--- config.mk ---
export PLATFORM = sky130hd
export DESIGN_NAME = usc_top
export DESIGN_NICKNAME = d
export VERILOG_FILES = /design/src/rtl/usc_top.v
export VERILOG_INCLUDE_DIRS = /design/src /design/src/shared
export SDC_FILE = /design/constraint.sdc
export NUM_CORES = 1
export LEC_CHECK = 0
export ABC_AREA = 1
export BUFFER_PORTS_ARGS = -buffer_cell sky130_fd_sc_hd__buf_4
export CAP_MARGIN = 40
export CORE_MARGIN = 2
export CORE_UTILIZATION = 45
export DETAILED_ROUTE_END_ITERATION = 10
export PLACE_DENSITY = 0.7
export SYNTH_ARGS = -nofsm -noshare
export SYNTH_HDL_FRONTEND = slang
export SYNTH_SLANG_ARGS = --single-unit
--- constraint.sdc ---
create_clock -name clk -period 2.5 [get_ports clk]
set_clock_uncertainty 0.05 [all_clocks]
set_input_delay 0.5 -clock clk [delete_from_list [all_inputs] [get_ports clk]]
set_output_delay 0.5 -clock clk [all_outputs]
set_load 0.05 [all_outputs]
--- src/shared/usc_regs.vh ---
// Register offsets, field positions, reset values and timing counts of the serial port
`ifndef USC_REGS_VH
`define USC_REGS_VH

// ------------------------------------------------------------
// Register offsets
// ------------------------------------------------------------
`define USC_OFF_CTRL      8'h98
`define USC_OFF_DATA      8'h99
`define USC_OFF_PWR       8'h87
`define USC_OFF_BAUD      8'hbe

// ------------------------------------------------------------
// Control register fields
// ------------------------------------------------------------
`define USC_RX_EVT        0
`define USC_TX_EVT        1
`define USC_RX_NINTH      2
`define USC_TX_NINTH      3
`define USC_RX_EN         4
`define USC_MP_EN         5
`define USC_MODE_LO       6
`define USC_MODE_HI_ERR   7

// ------------------------------------------------------------
// Power/option register fields
// ------------------------------------------------------------
`define USC_RATE_DBL      7
`define USC_ERR_SEL       6
`define USC_TX_OPT        5

// ------------------------------------------------------------
// Modes, reset values and timing counts
// ------------------------------------------------------------
`define USC_MODE_SHIFT    2'b00
`define USC_MODE_8BIT     2'b01
`define USC_MODE_9FIX     2'b10
`define USC_MODE_9VAR     2'b11
`define USC_CTRL_RST      8'h00
`define USC_BAUD_RST      8'h00
`define USC_OVERSAMPLE    16
`define USC_M0_DIV        16
`define USC_M0_LAST       7'h7f

`endif

--- src/rtl/usc_top.v ---
// Serial port control, mode, framing and shifting logic
//
// The plain strobed port is this design's own decision.
`timescale 1ns/1ps
`include "usc_regs.vh"

// What this block does
// - Rx flag: bit 8 end, mid-stop 8-bit
// - 9-bit: rx flag mid ninth or stop
// - Tx flag: bit 8 end, else stop
// - Hardware never clears event flags
// - Rx ninth bit: ninth bit or stop
// - Send tx ninth bit in 9-bit modes
// - Reception starts only while receive enable set
// - Multiproc: no 9-bit rx flag when ninth 0
// - Control bit 7: mode high or error
// - Bad stop sets sticky framing error
// - Code 00 shift mode, reset default
// - Shift mode: data on rx, clock tx
// - Frame: start, 8 data LSB, ninth if 9-bit, stop
// - Write starts tx; rx start conditions
// - Fixed 9-bit rate /32 or /16
module usc_top
(
    clk,
    rst_b,
    addr,
    wdata,
    wr,
    rd,
    rdata,
    rxd_in,
    rxd_out,
    rxd_oe,
    txd
);
    input  wire       clk;      // Core clock
    input  wire       rst_b;    // Async reset, active low
    input  wire [7:0] addr;     // Register address
    input  wire [7:0] wdata;    // Write data
    input  wire       wr;       // Write strobe
    input  wire       rd;       // Read strobe
    output reg  [7:0] rdata;    // Read data, cycle after rd
    input  wire       rxd_in;   // Receive pin level
    output reg        rxd_out;  // Receive pin drive value
    output reg        rxd_oe;   // Receive pin driven in shift-mode transmit
    output reg        txd;      // Transmit line or shift clock

    // ------------------------------------------------------------
    // Register state
    // ------------------------------------------------------------
    reg        rxf_r;           // Receive event flag
    reg        txf_r;           // Transmit event flag
    reg        rx9_r;           // Received ninth bit
    reg        tx9_r;           // Ninth bit to send
    reg        ren_r;           // Receive enable
    reg        mp_r;            // Multiprocessor enable
    reg        mlo_r;           // Mode select low
    reg        mhi_r;           // Mode select high
    reg        ferr_r;          // Framing error flag
    reg        fsel_r;          // Framing error select
    reg        dbl_r;           // Rate double
    reg        topt_r;          // Tx event timing option
    reg  [7:0] baud_r;          // Variable rate divisor
    reg  [7:0] rbuf_r;          // Received character

    wire [1:0] mode = {mhi_r, mlo_r};
    wire       nine = mhi_r;    // Modes 10 and 11 carry a ninth bit
    wire       wr_ctrl = wr && (addr == `USC_OFF_CTRL);
    wire       wr_data = wr && (addr == `USC_OFF_DATA);

    // Hardware event requests, one cycle each
    reg        rxf_set;
    reg        txf_set;
    reg        ferr_set;
    reg        rx9_ld;
    reg        rx9_val;
    reg        rbuf_ld;
    reg  [7:0] rbuf_val;

    // ------------------------------------------------------------
    // Oversample tick generator
    // ------------------------------------------------------------
    reg  [7:0] div_r;           // Cycles until next tick
    reg  [7:0] div_lim;         // Reload value per mode
    wire       tick = (div_r == 8'h00);

    always @*
    begin
        if (mode == `USC_MODE_9FIX)
            div_lim = dbl_r ? 8'h00 : 8'h01;
        else
            div_lim = baud_r;
    end

    // Free-running divider; tick is sixteen per bit
    always @(posedge clk or negedge rst_b)
    begin
        if (!rst_b)
            div_r <= 8'h00;
        else if (tick)
            div_r <= div_lim;
        else
            div_r <= div_r - 8'h01;
    end

    // ------------------------------------------------------------
    // Shift-register mode engine
    // ------------------------------------------------------------
    reg        m0_busy_r;       // Engine running
    reg        m0_tx_r;         // Running a transmit
    reg  [6:0] m0_cnt_r;        // Phase within eight bits
    reg  [7:0] m0_sh_r;         // Shared shifter
    wire       m0_start_rx = (mode == `USC_MODE_SHIFT) && !m0_busy_r && !rxf_r && ren_r && !wr_data;

    // One bit per sixteen cycles; clock low first half
    always @(posedge clk or negedge rst_b)
    begin
        if (!rst_b)
        begin
            m0_busy_r <= 1'b0;
            m0_tx_r   <= 1'b0;
            m0_cnt_r  <= 7'h00;
            m0_sh_r   <= 8'h00;
        end
        else if (wr_data && (mode == `USC_MODE_SHIFT) && !m0_busy_r)
        begin
            m0_busy_r <= 1'b1;
            m0_tx_r   <= 1'b1;
            m0_cnt_r  <= 7'h00;
            m0_sh_r   <= wdata;
        end
        else if (m0_start_rx)
        begin
            m0_busy_r <= 1'b1;
            m0_tx_r   <= 1'b0;
            m0_cnt_r  <= 7'h00;
        end
        else if (m0_busy_r)
        begin
            m0_cnt_r <= m0_cnt_r + 7'h01;
            // LSB first, sample at rising shift clock
            if (m0_cnt_r[3:0] == 4'h8 && !m0_tx_r)
                m0_sh_r <= {rxd_in, m0_sh_r[7:1]};
            else if (m0_cnt_r[3:0] == 4'hf && m0_tx_r)
                m0_sh_r <= {1'b0, m0_sh_r[7:1]};
            if (m0_cnt_r == `USC_M0_LAST)
                m0_busy_r <= 1'b0;
        end
    end

    // ------------------------------------------------------------
    // Asynchronous transmitter
    // ------------------------------------------------------------
    reg        tx_busy_r;       // Frame in progress
    reg [10:0] tx_sh_r;         // Frame bits, LSB out first
    reg  [3:0] tx_left_r;       // Bits still to send
    reg  [3:0] tx_tk_r;         // Ticks within bit

    always @(posedge clk or negedge rst_b)
    begin
        if (!rst_b)
        begin
            tx_busy_r <= 1'b0;
            tx_sh_r   <= 11'h7ff;
            tx_left_r <= 4'h0;
            tx_tk_r   <= 4'h0;
        end
        else if (wr_data && (mode != `USC_MODE_SHIFT) && !tx_busy_r)
        begin
            tx_busy_r <= 1'b1;
            tx_sh_r   <= nine ? {1'b1, tx9_r, wdata, 1'b0} : {2'b11, wdata, 1'b0};
            tx_left_r <= nine ? 4'hb : 4'ha;
            tx_tk_r   <= 4'h0;
        end
        else if (tx_busy_r && tick)
        begin
            tx_tk_r <= tx_tk_r + 4'h1;
            if (tx_tk_r == 4'hf)
            begin
                tx_sh_r   <= {1'b1, tx_sh_r[10:1]};
                tx_left_r <= tx_left_r - 4'h1;
                if (tx_left_r == 4'h1)
                    tx_busy_r <= 1'b0;
            end
        end
    end

    // ------------------------------------------------------------
    // Asynchronous receiver
    // ------------------------------------------------------------
    reg  [1:0] rx_st_r;         // Idle, start, data, stop
    reg  [3:0] rx_tk_r;         // Ticks within bit
    reg  [3:0] rx_n_r;          // Data bits taken
    reg  [8:0] rx_sh_r;         // Data plus ninth bit
    localparam RX_IDLE  = 2'd0;
    localparam RX_START = 2'd1;
    localparam RX_DATA  = 2'd2;
    localparam RX_STOP  = 2'd3;
    wire [3:0] rx_nbits = nine ? 4'h9 : 4'h8;
    wire [8:0] rx_word  = nine ? {rxd_in, rx_sh_r[8:1]} : {1'b0, rxd_in, rx_sh_r[8:2]};

    // Mid-bit sampling, sixteen ticks apart
    always @(posedge clk or negedge rst_b)
    begin
        if (!rst_b)
        begin
            rx_st_r <= RX_IDLE;
            rx_tk_r <= 4'h0;
            rx_n_r  <= 4'h0;
            rx_sh_r <= 9'h000;
        end
        else
        begin
            case (rx_st_r)
                RX_IDLE:
                    if (ren_r && (mode != `USC_MODE_SHIFT) && !rxd_in)
                    begin
                        rx_st_r <= RX_START;
                        rx_tk_r <= 4'h0;
                    end
                RX_START:
                    if (tick)
                    begin
                        rx_tk_r <= rx_tk_r + 4'h1;
                        if (rx_tk_r == 4'h7)
                        begin
                            rx_st_r <= rxd_in ? RX_IDLE : RX_DATA;
                            rx_tk_r <= 4'h0;
                            rx_n_r  <= 4'h0;
                        end
                    end
                RX_DATA:
                    if (tick)
                    begin
                        rx_tk_r <= rx_tk_r + 4'h1;
                        if (rx_tk_r == 4'hf)
                        begin
                            rx_sh_r <= {rxd_in, rx_sh_r[8:1]};
                            rx_n_r  <= rx_n_r + 4'h1;
                            if (rx_n_r == rx_nbits - 4'h1)
                                rx_st_r <= RX_STOP;
                        end
                    end
                default:
                    if (tick)
                    begin
                        rx_tk_r <= rx_tk_r + 4'h1;
                        if (rx_tk_r == 4'hf)
                            rx_st_r <= RX_IDLE;
                    end
            endcase
        end
    end

    // ------------------------------------------------------------
    // Event decisions
    // ------------------------------------------------------------
    wire mid_last = (rx_st_r == RX_DATA) && tick && (rx_tk_r == 4'hf) && (rx_n_r == rx_nbits - 4'h1);
    wire mid_stop = (rx_st_r == RX_STOP) && tick && (rx_tk_r == 4'hf);

    always @*
    begin
        rxf_set  = 1'b0;
        txf_set  = 1'b0;
        ferr_set = 1'b0;
        rx9_ld   = 1'b0;
        rx9_val  = 1'b0;
        rbuf_ld  = 1'b0;
        rbuf_val = rx_word[7:0];
        if (m0_busy_r && (m0_cnt_r == `USC_M0_LAST))
        begin
            txf_set  = m0_tx_r;
            rxf_set  = !m0_tx_r;
            rbuf_ld  = !m0_tx_r;
            rbuf_val = m0_sh_r;
        end
        // stop start or end by option
        if (tx_busy_r && tick && (tx_tk_r == 4'hf) && (tx_left_r == (topt_r ? 4'h1 : 4'h2)))
            txf_set = 1'b1;
        if (nine && mid_last && !fsel_r)
        begin
            rx9_ld  = 1'b1;
            rx9_val = rxd_in;
            rbuf_ld = 1'b1;
            rxf_set = !(mp_r && !rxd_in);
        end
        if (mid_stop)
        begin
            ferr_set = !rxd_in;
            if (!nine)
            begin
                rx9_ld   = 1'b1;
                rx9_val  = rxd_in;
                rbuf_ld  = 1'b1;
                rbuf_val = rx_sh_r[8:1];
                rxf_set  = 1'b1;
            end
            else if (fsel_r)
            begin
                rx9_ld   = 1'b1;
                rx9_val  = rx_sh_r[8];
                rbuf_ld  = 1'b1;
                rbuf_val = rx_sh_r[7:0];
                rxf_set  = !(mp_r && !rx_sh_r[8]);
            end
        end
    end

    // ------------------------------------------------------------
    // Software registers
    // ------------------------------------------------------------
    // reset into shift mode
    always @(posedge clk or negedge rst_b)
    begin
        if (!rst_b)
        begin
            {mhi_r, mlo_r, mp_r, ren_r, tx9_r, rx9_r, txf_r, rxf_r} <= `USC_CTRL_RST;
            ferr_r <= 1'b0;
            fsel_r <= 1'b0;
            dbl_r  <= 1'b0;
            topt_r <= 1'b0;
            baud_r <= `USC_BAUD_RST;
            rbuf_r <= 8'h00;
        end
        else
        begin
            if (wr_ctrl)
            begin
                mlo_r <= wdata[`USC_MODE_LO];
                mp_r  <= wdata[`USC_MP_EN];
                ren_r <= wdata[`USC_RX_EN];
                tx9_r <= wdata[`USC_TX_NINTH];
                rx9_r <= wdata[`USC_RX_NINTH];
                txf_r <= wdata[`USC_TX_EVT];
                rxf_r <= wdata[`USC_RX_EVT];
                if (fsel_r)
                    ferr_r <= wdata[`USC_MODE_HI_ERR];
                else
                    mhi_r  <= wdata[`USC_MODE_HI_ERR];
            end
            if (wr && addr == `USC_OFF_PWR)
            begin
                dbl_r  <= wdata[`USC_RATE_DBL];
                fsel_r <= wdata[`USC_ERR_SEL];
                topt_r <= wdata[`USC_TX_OPT];
            end
            if (wr && addr == `USC_OFF_BAUD)
                baud_r <= wdata;
            if (rxf_set)
                rxf_r <= 1'b1;
            if (txf_set)
                txf_r <= 1'b1;
            if (ferr_set)
                ferr_r <= 1'b1;
            if (rx9_ld)
                rx9_r <= rx9_val;
            if (rbuf_ld)
                rbuf_r <= rbuf_val;
        end
    end

    // ------------------------------------------------------------
    // Read data and pins, all registered
    // ------------------------------------------------------------
    always @(posedge clk or negedge rst_b)
    begin
        if (!rst_b)
        begin
            rdata   <= 8'h00;
            rxd_out <= 1'b1;
            rxd_oe  <= 1'b0;
            txd     <= 1'b1;
        end
        else
        begin
            if (rd && addr == `USC_OFF_CTRL)
                rdata <= {(fsel_r ? ferr_r : mhi_r), mlo_r, mp_r, ren_r, tx9_r, rx9_r, txf_r, rxf_r};
            else if (rd && addr == `USC_OFF_DATA)
                rdata <= rbuf_r;
            else if (rd && addr == `USC_OFF_PWR)
                rdata <= {dbl_r, fsel_r, topt_r, 5'h00};
            else if (rd && addr == `USC_OFF_BAUD)
                rdata <= baud_r;
            else
                rdata <= 8'h00;
            // shift clock on tx, data on rx
            if (mode == `USC_MODE_SHIFT)
            begin
                txd     <= m0_busy_r ? m0_cnt_r[3] : 1'b1;
                rxd_oe  <= m0_busy_r && m0_tx_r;
                rxd_out <= m0_busy_r ? m0_sh_r[0] : 1'b1;
            end
            else
            begin
                txd     <= tx_busy_r ? tx_sh_r[0] : 1'b1;
                rxd_oe  <= 1'b0;
                rxd_out <= 1'b1;
            end
        end
    end

endmodule // usc_top

==> results.md <==
* Clock power share at 32.4%
* Lkg Pwr at 3.18 nW
* CP required at 2.70 ns
* Ys Warns at 0
* Startpoint types: flip-flop
* Final period util at 80.2%
* Pre-antenna DRT Iters at 5
* DIE WIDTH at 116 um
* Iter 0 DRT Violations at 320
* Vias in the first global route at 4769
* Wire per inst at 14.7 um
* Syn nets at 748
* Critical Path End Type: flip-flop
* Share of layout cells above drive strength 1 at 14.0%
* Post-synthesis sequential area ratio at 45.7%
* Total CTS buffers at 9
* Unrepaired setup endpoints after global routing: false
* Most common cell after layout, fill and taps aside: nand2_1
* Via Count at 4895
* DRC at 0
* Max Clk Rate at 499 MHz
* PortBufs at 31
* Synth Area in XOR/XNOR at 1.09%
* Pwr Density at 705 nW/um^2
* Comb pwr share at 20.9%
* Final setup viols at 0
* Setup CP Type: reg2reg
* Die area at 13400 um^2
* CTS tree: yes
* Initial cell density of the core at 46.4%
* Mux cell area share after synthesis at 0%
* Sw frac at 31.6%
* Syn avg cell area at 7.82 um^2
* Core Box Area at 12100 um^2
* Nets at 780
* Status: completed
* Main combinational cell family by area after synthesis: simple AND/OR/NAND/NOR gates
* Clock Sinks at 102
* Root buf cell: clkbuf_16
* Hold Path Depth at 2
* Site Rows at 40
* Drt via density at 5.30
* Synth Cell Area at 5620 um^2
* Initial antenna violation count at 0
* Die height at 116 um
* # IOs at 32
* Layout area overhead at 12.4%
* Syn Inst Count at 718
* Worst min path class: in2reg
* H-tree depth at 3
* Post-CTS resize count at 0
* Crit path time final at 2.01 ns
* P_sw at 0.00140 W
* Sequential share of power at 46.8%
* Peak supply drop at 0.398 mV
* Top cell type by total area after synthesis: dfrtp_1
* Ranking of synthesized cells by area: dfrtp_1 40%, nand2_1 13%, nand3_1 5.9%, inv_1 5.7%, dfstp_2 5.6%
* Pre-CTS setup slack at 0.403 ns
* Synth Area in Simple Gates at 30.9%
* Pin count of the biggest net entering global routing at 60
* DP HPWL at 10200 um
* Register bit count reported by yosys at 102
* Worst-margin pin slew at 0.514 ns
* Area fraction in compound gates after synthesis at 11.8%
* Max-cap violation count at 0
* Post-route ant nets at 0
* Setup WS post-layout at 0.495 ns
* Maximum buffer depth of the clock tree at 2
* Setup_tns at 0 ns
* Flop-to-flop setup slack at 0.49 ns
* Routability congestion estimate at 0.905
* Clk_lat worst skew at 0.36 ns
* Most frequent cells in the layout: 195 x nand2_1, 90 x dfrtp_1, 86 x inv_1, 66 x nand3_1, 52 x o21ai_0
* Adder-cell share of the synthesized area at 2.01%
* Yosys cell types at 43
* Diode count at 0
* Normalized max-slew margin at 65.6%
* Final Hold Fails at 0
* Crit path arrival time at 2.21 ns
* R2R cell count at 8
* Top cell type's share of synthesized area at 40.1%
* Internal power at 0.00305 W
* Grt ovf at 0
* CTS clk-pin slew, worst paths at 0.07 ns
* Worst Path Max Fanout at 16
* DRT Wirelength at 13500 um
* Final slew viol count at 0
* First-pass GRT wire length at 23000 um
* GRT Overall Usage at 22.2%
## final timing paths
| path | start | to |
|---|---|---|
| worst max-delay path | mhi_r | rbuf_r[5] |
| worst min-delay path | rxd_in | ferr_r |
| worst max register to register | mhi_r | rbuf_r[5] |
| worst min register to register | tx_sh_r[8] | tx_sh_r[8] |
| max in group asynchronous | rst_b | rxd_out |
| min in group asynchronous | rst_b | tx_left_r[0] |
## state kept, by name, indices dropped and copies added (netlist names), 7 cells and up
register	cells
div_r	8
rbuf_r	8
m0_cnt_r	7
baud_r	8
m0_sh_r	8
rdata	8
tx_sh_r	10
rx_sh_r	9
## cell families (layout without fill, tap and decap cells)
group	count (synthesis)	in the layout
flip-flops	102	102
buffers and inverters	112	149
AND/OR/NAND/NOR	369	369
AO/OA/AOI/OAI	119	119
XOR/XNOR	7	7
adder cells (fa/ha/maj)	9	9
## worst max-delay path: stages (launching register included)
cell and delay (ns):
dfrtp_1 0.55, inv_2 0.20, nor2_4 0.20, nand3b_4 0.27, nand3_2 0.26, inv_1 0.20, nand2_1 0.07, nand2_1 0.07
inv_1 0.04
## per-stage QoR
step | hold slack [ns] | cells | power (W) | instance area (um^2) | utilization, %
6_report | 0.341 | 923 | 0.00445 | 6310 | 52.1
5_1_grt | 0.347 | 923 | 0.00472 | 6310 | 52.1
4_1_cts | 0.335 | 923 | 0.00449 | 6310 | 52.1
3_5_place_dp | 0.302 | 906 | 0.00303 | 6000 | 49.5
3_3_place_gp | 0.299 | 906 | 0.00299 | 6000 | 49.5
2_1_floorplan | 0.154 | 718 | 0.00275 | 5620 | -
## cells in the mapped netlist, drive strengths merged
cell type,n
nand2,200
inv,92
dfrtp,90
o21ai,74
nand3,73
nor2,59
a21oi,23
nand4,18
buf,13
dfstp,12
nor3,10
ha,9
clkbuf,6
xor2,5
o211ai,4
o22ai,4
or2,4
a211oi,3
a31oi,3
nand3b,3
o2111ai,3
o221ai,3
xnor2,2
and3,1
clkinv,1
nor4,1
o21a,1
o21bai,1
## routing by layer
| layer | up-vias | GRT usage, % | wire, um |
|---|---|---|---|
| li1 | 2412 | - | - |
| met1 | 2301 | 30.1 | 6070 |
| met2 | 156 | 35.2 | 6270 |
| met3 | 26 | 5.18 | 906 |
| met4 | 0 | 7.62 | 271 |
| met5 | - | 0 | 0 |
## what timing repair did
item | CTS | global route
endpoints found under the hold margin | 1 | 0
hold buffers | 1 | 0
buffers inserted | 0 | 0
## layout make-up
cell class                      instances  area [um^2]
Clock buffer                           12          256
Timing Repair Buffer                   40          315
Inverter                               93          350
Tap cell                              168          210
Clock inverter                          4         46.3
Sequential cell                       102         2570
Fill cell                            1162         5800
Multi-Input combinational cell        504         2570
## power groups by stage
stage	registers, W	logic [W]	clock network, W
after floorplan	0.00208	0.000671	0
after global placement	0.00210	0.000889	0
after detailed placement	0.00211	0.000925	0
after CTS	0.00208	0.000933	0.00147
after global routing	0.00211	0.00106	0.00155
final	0.00208	0.000929	0.00144
No activity file was read; power rests on OpenSTA's default activity.
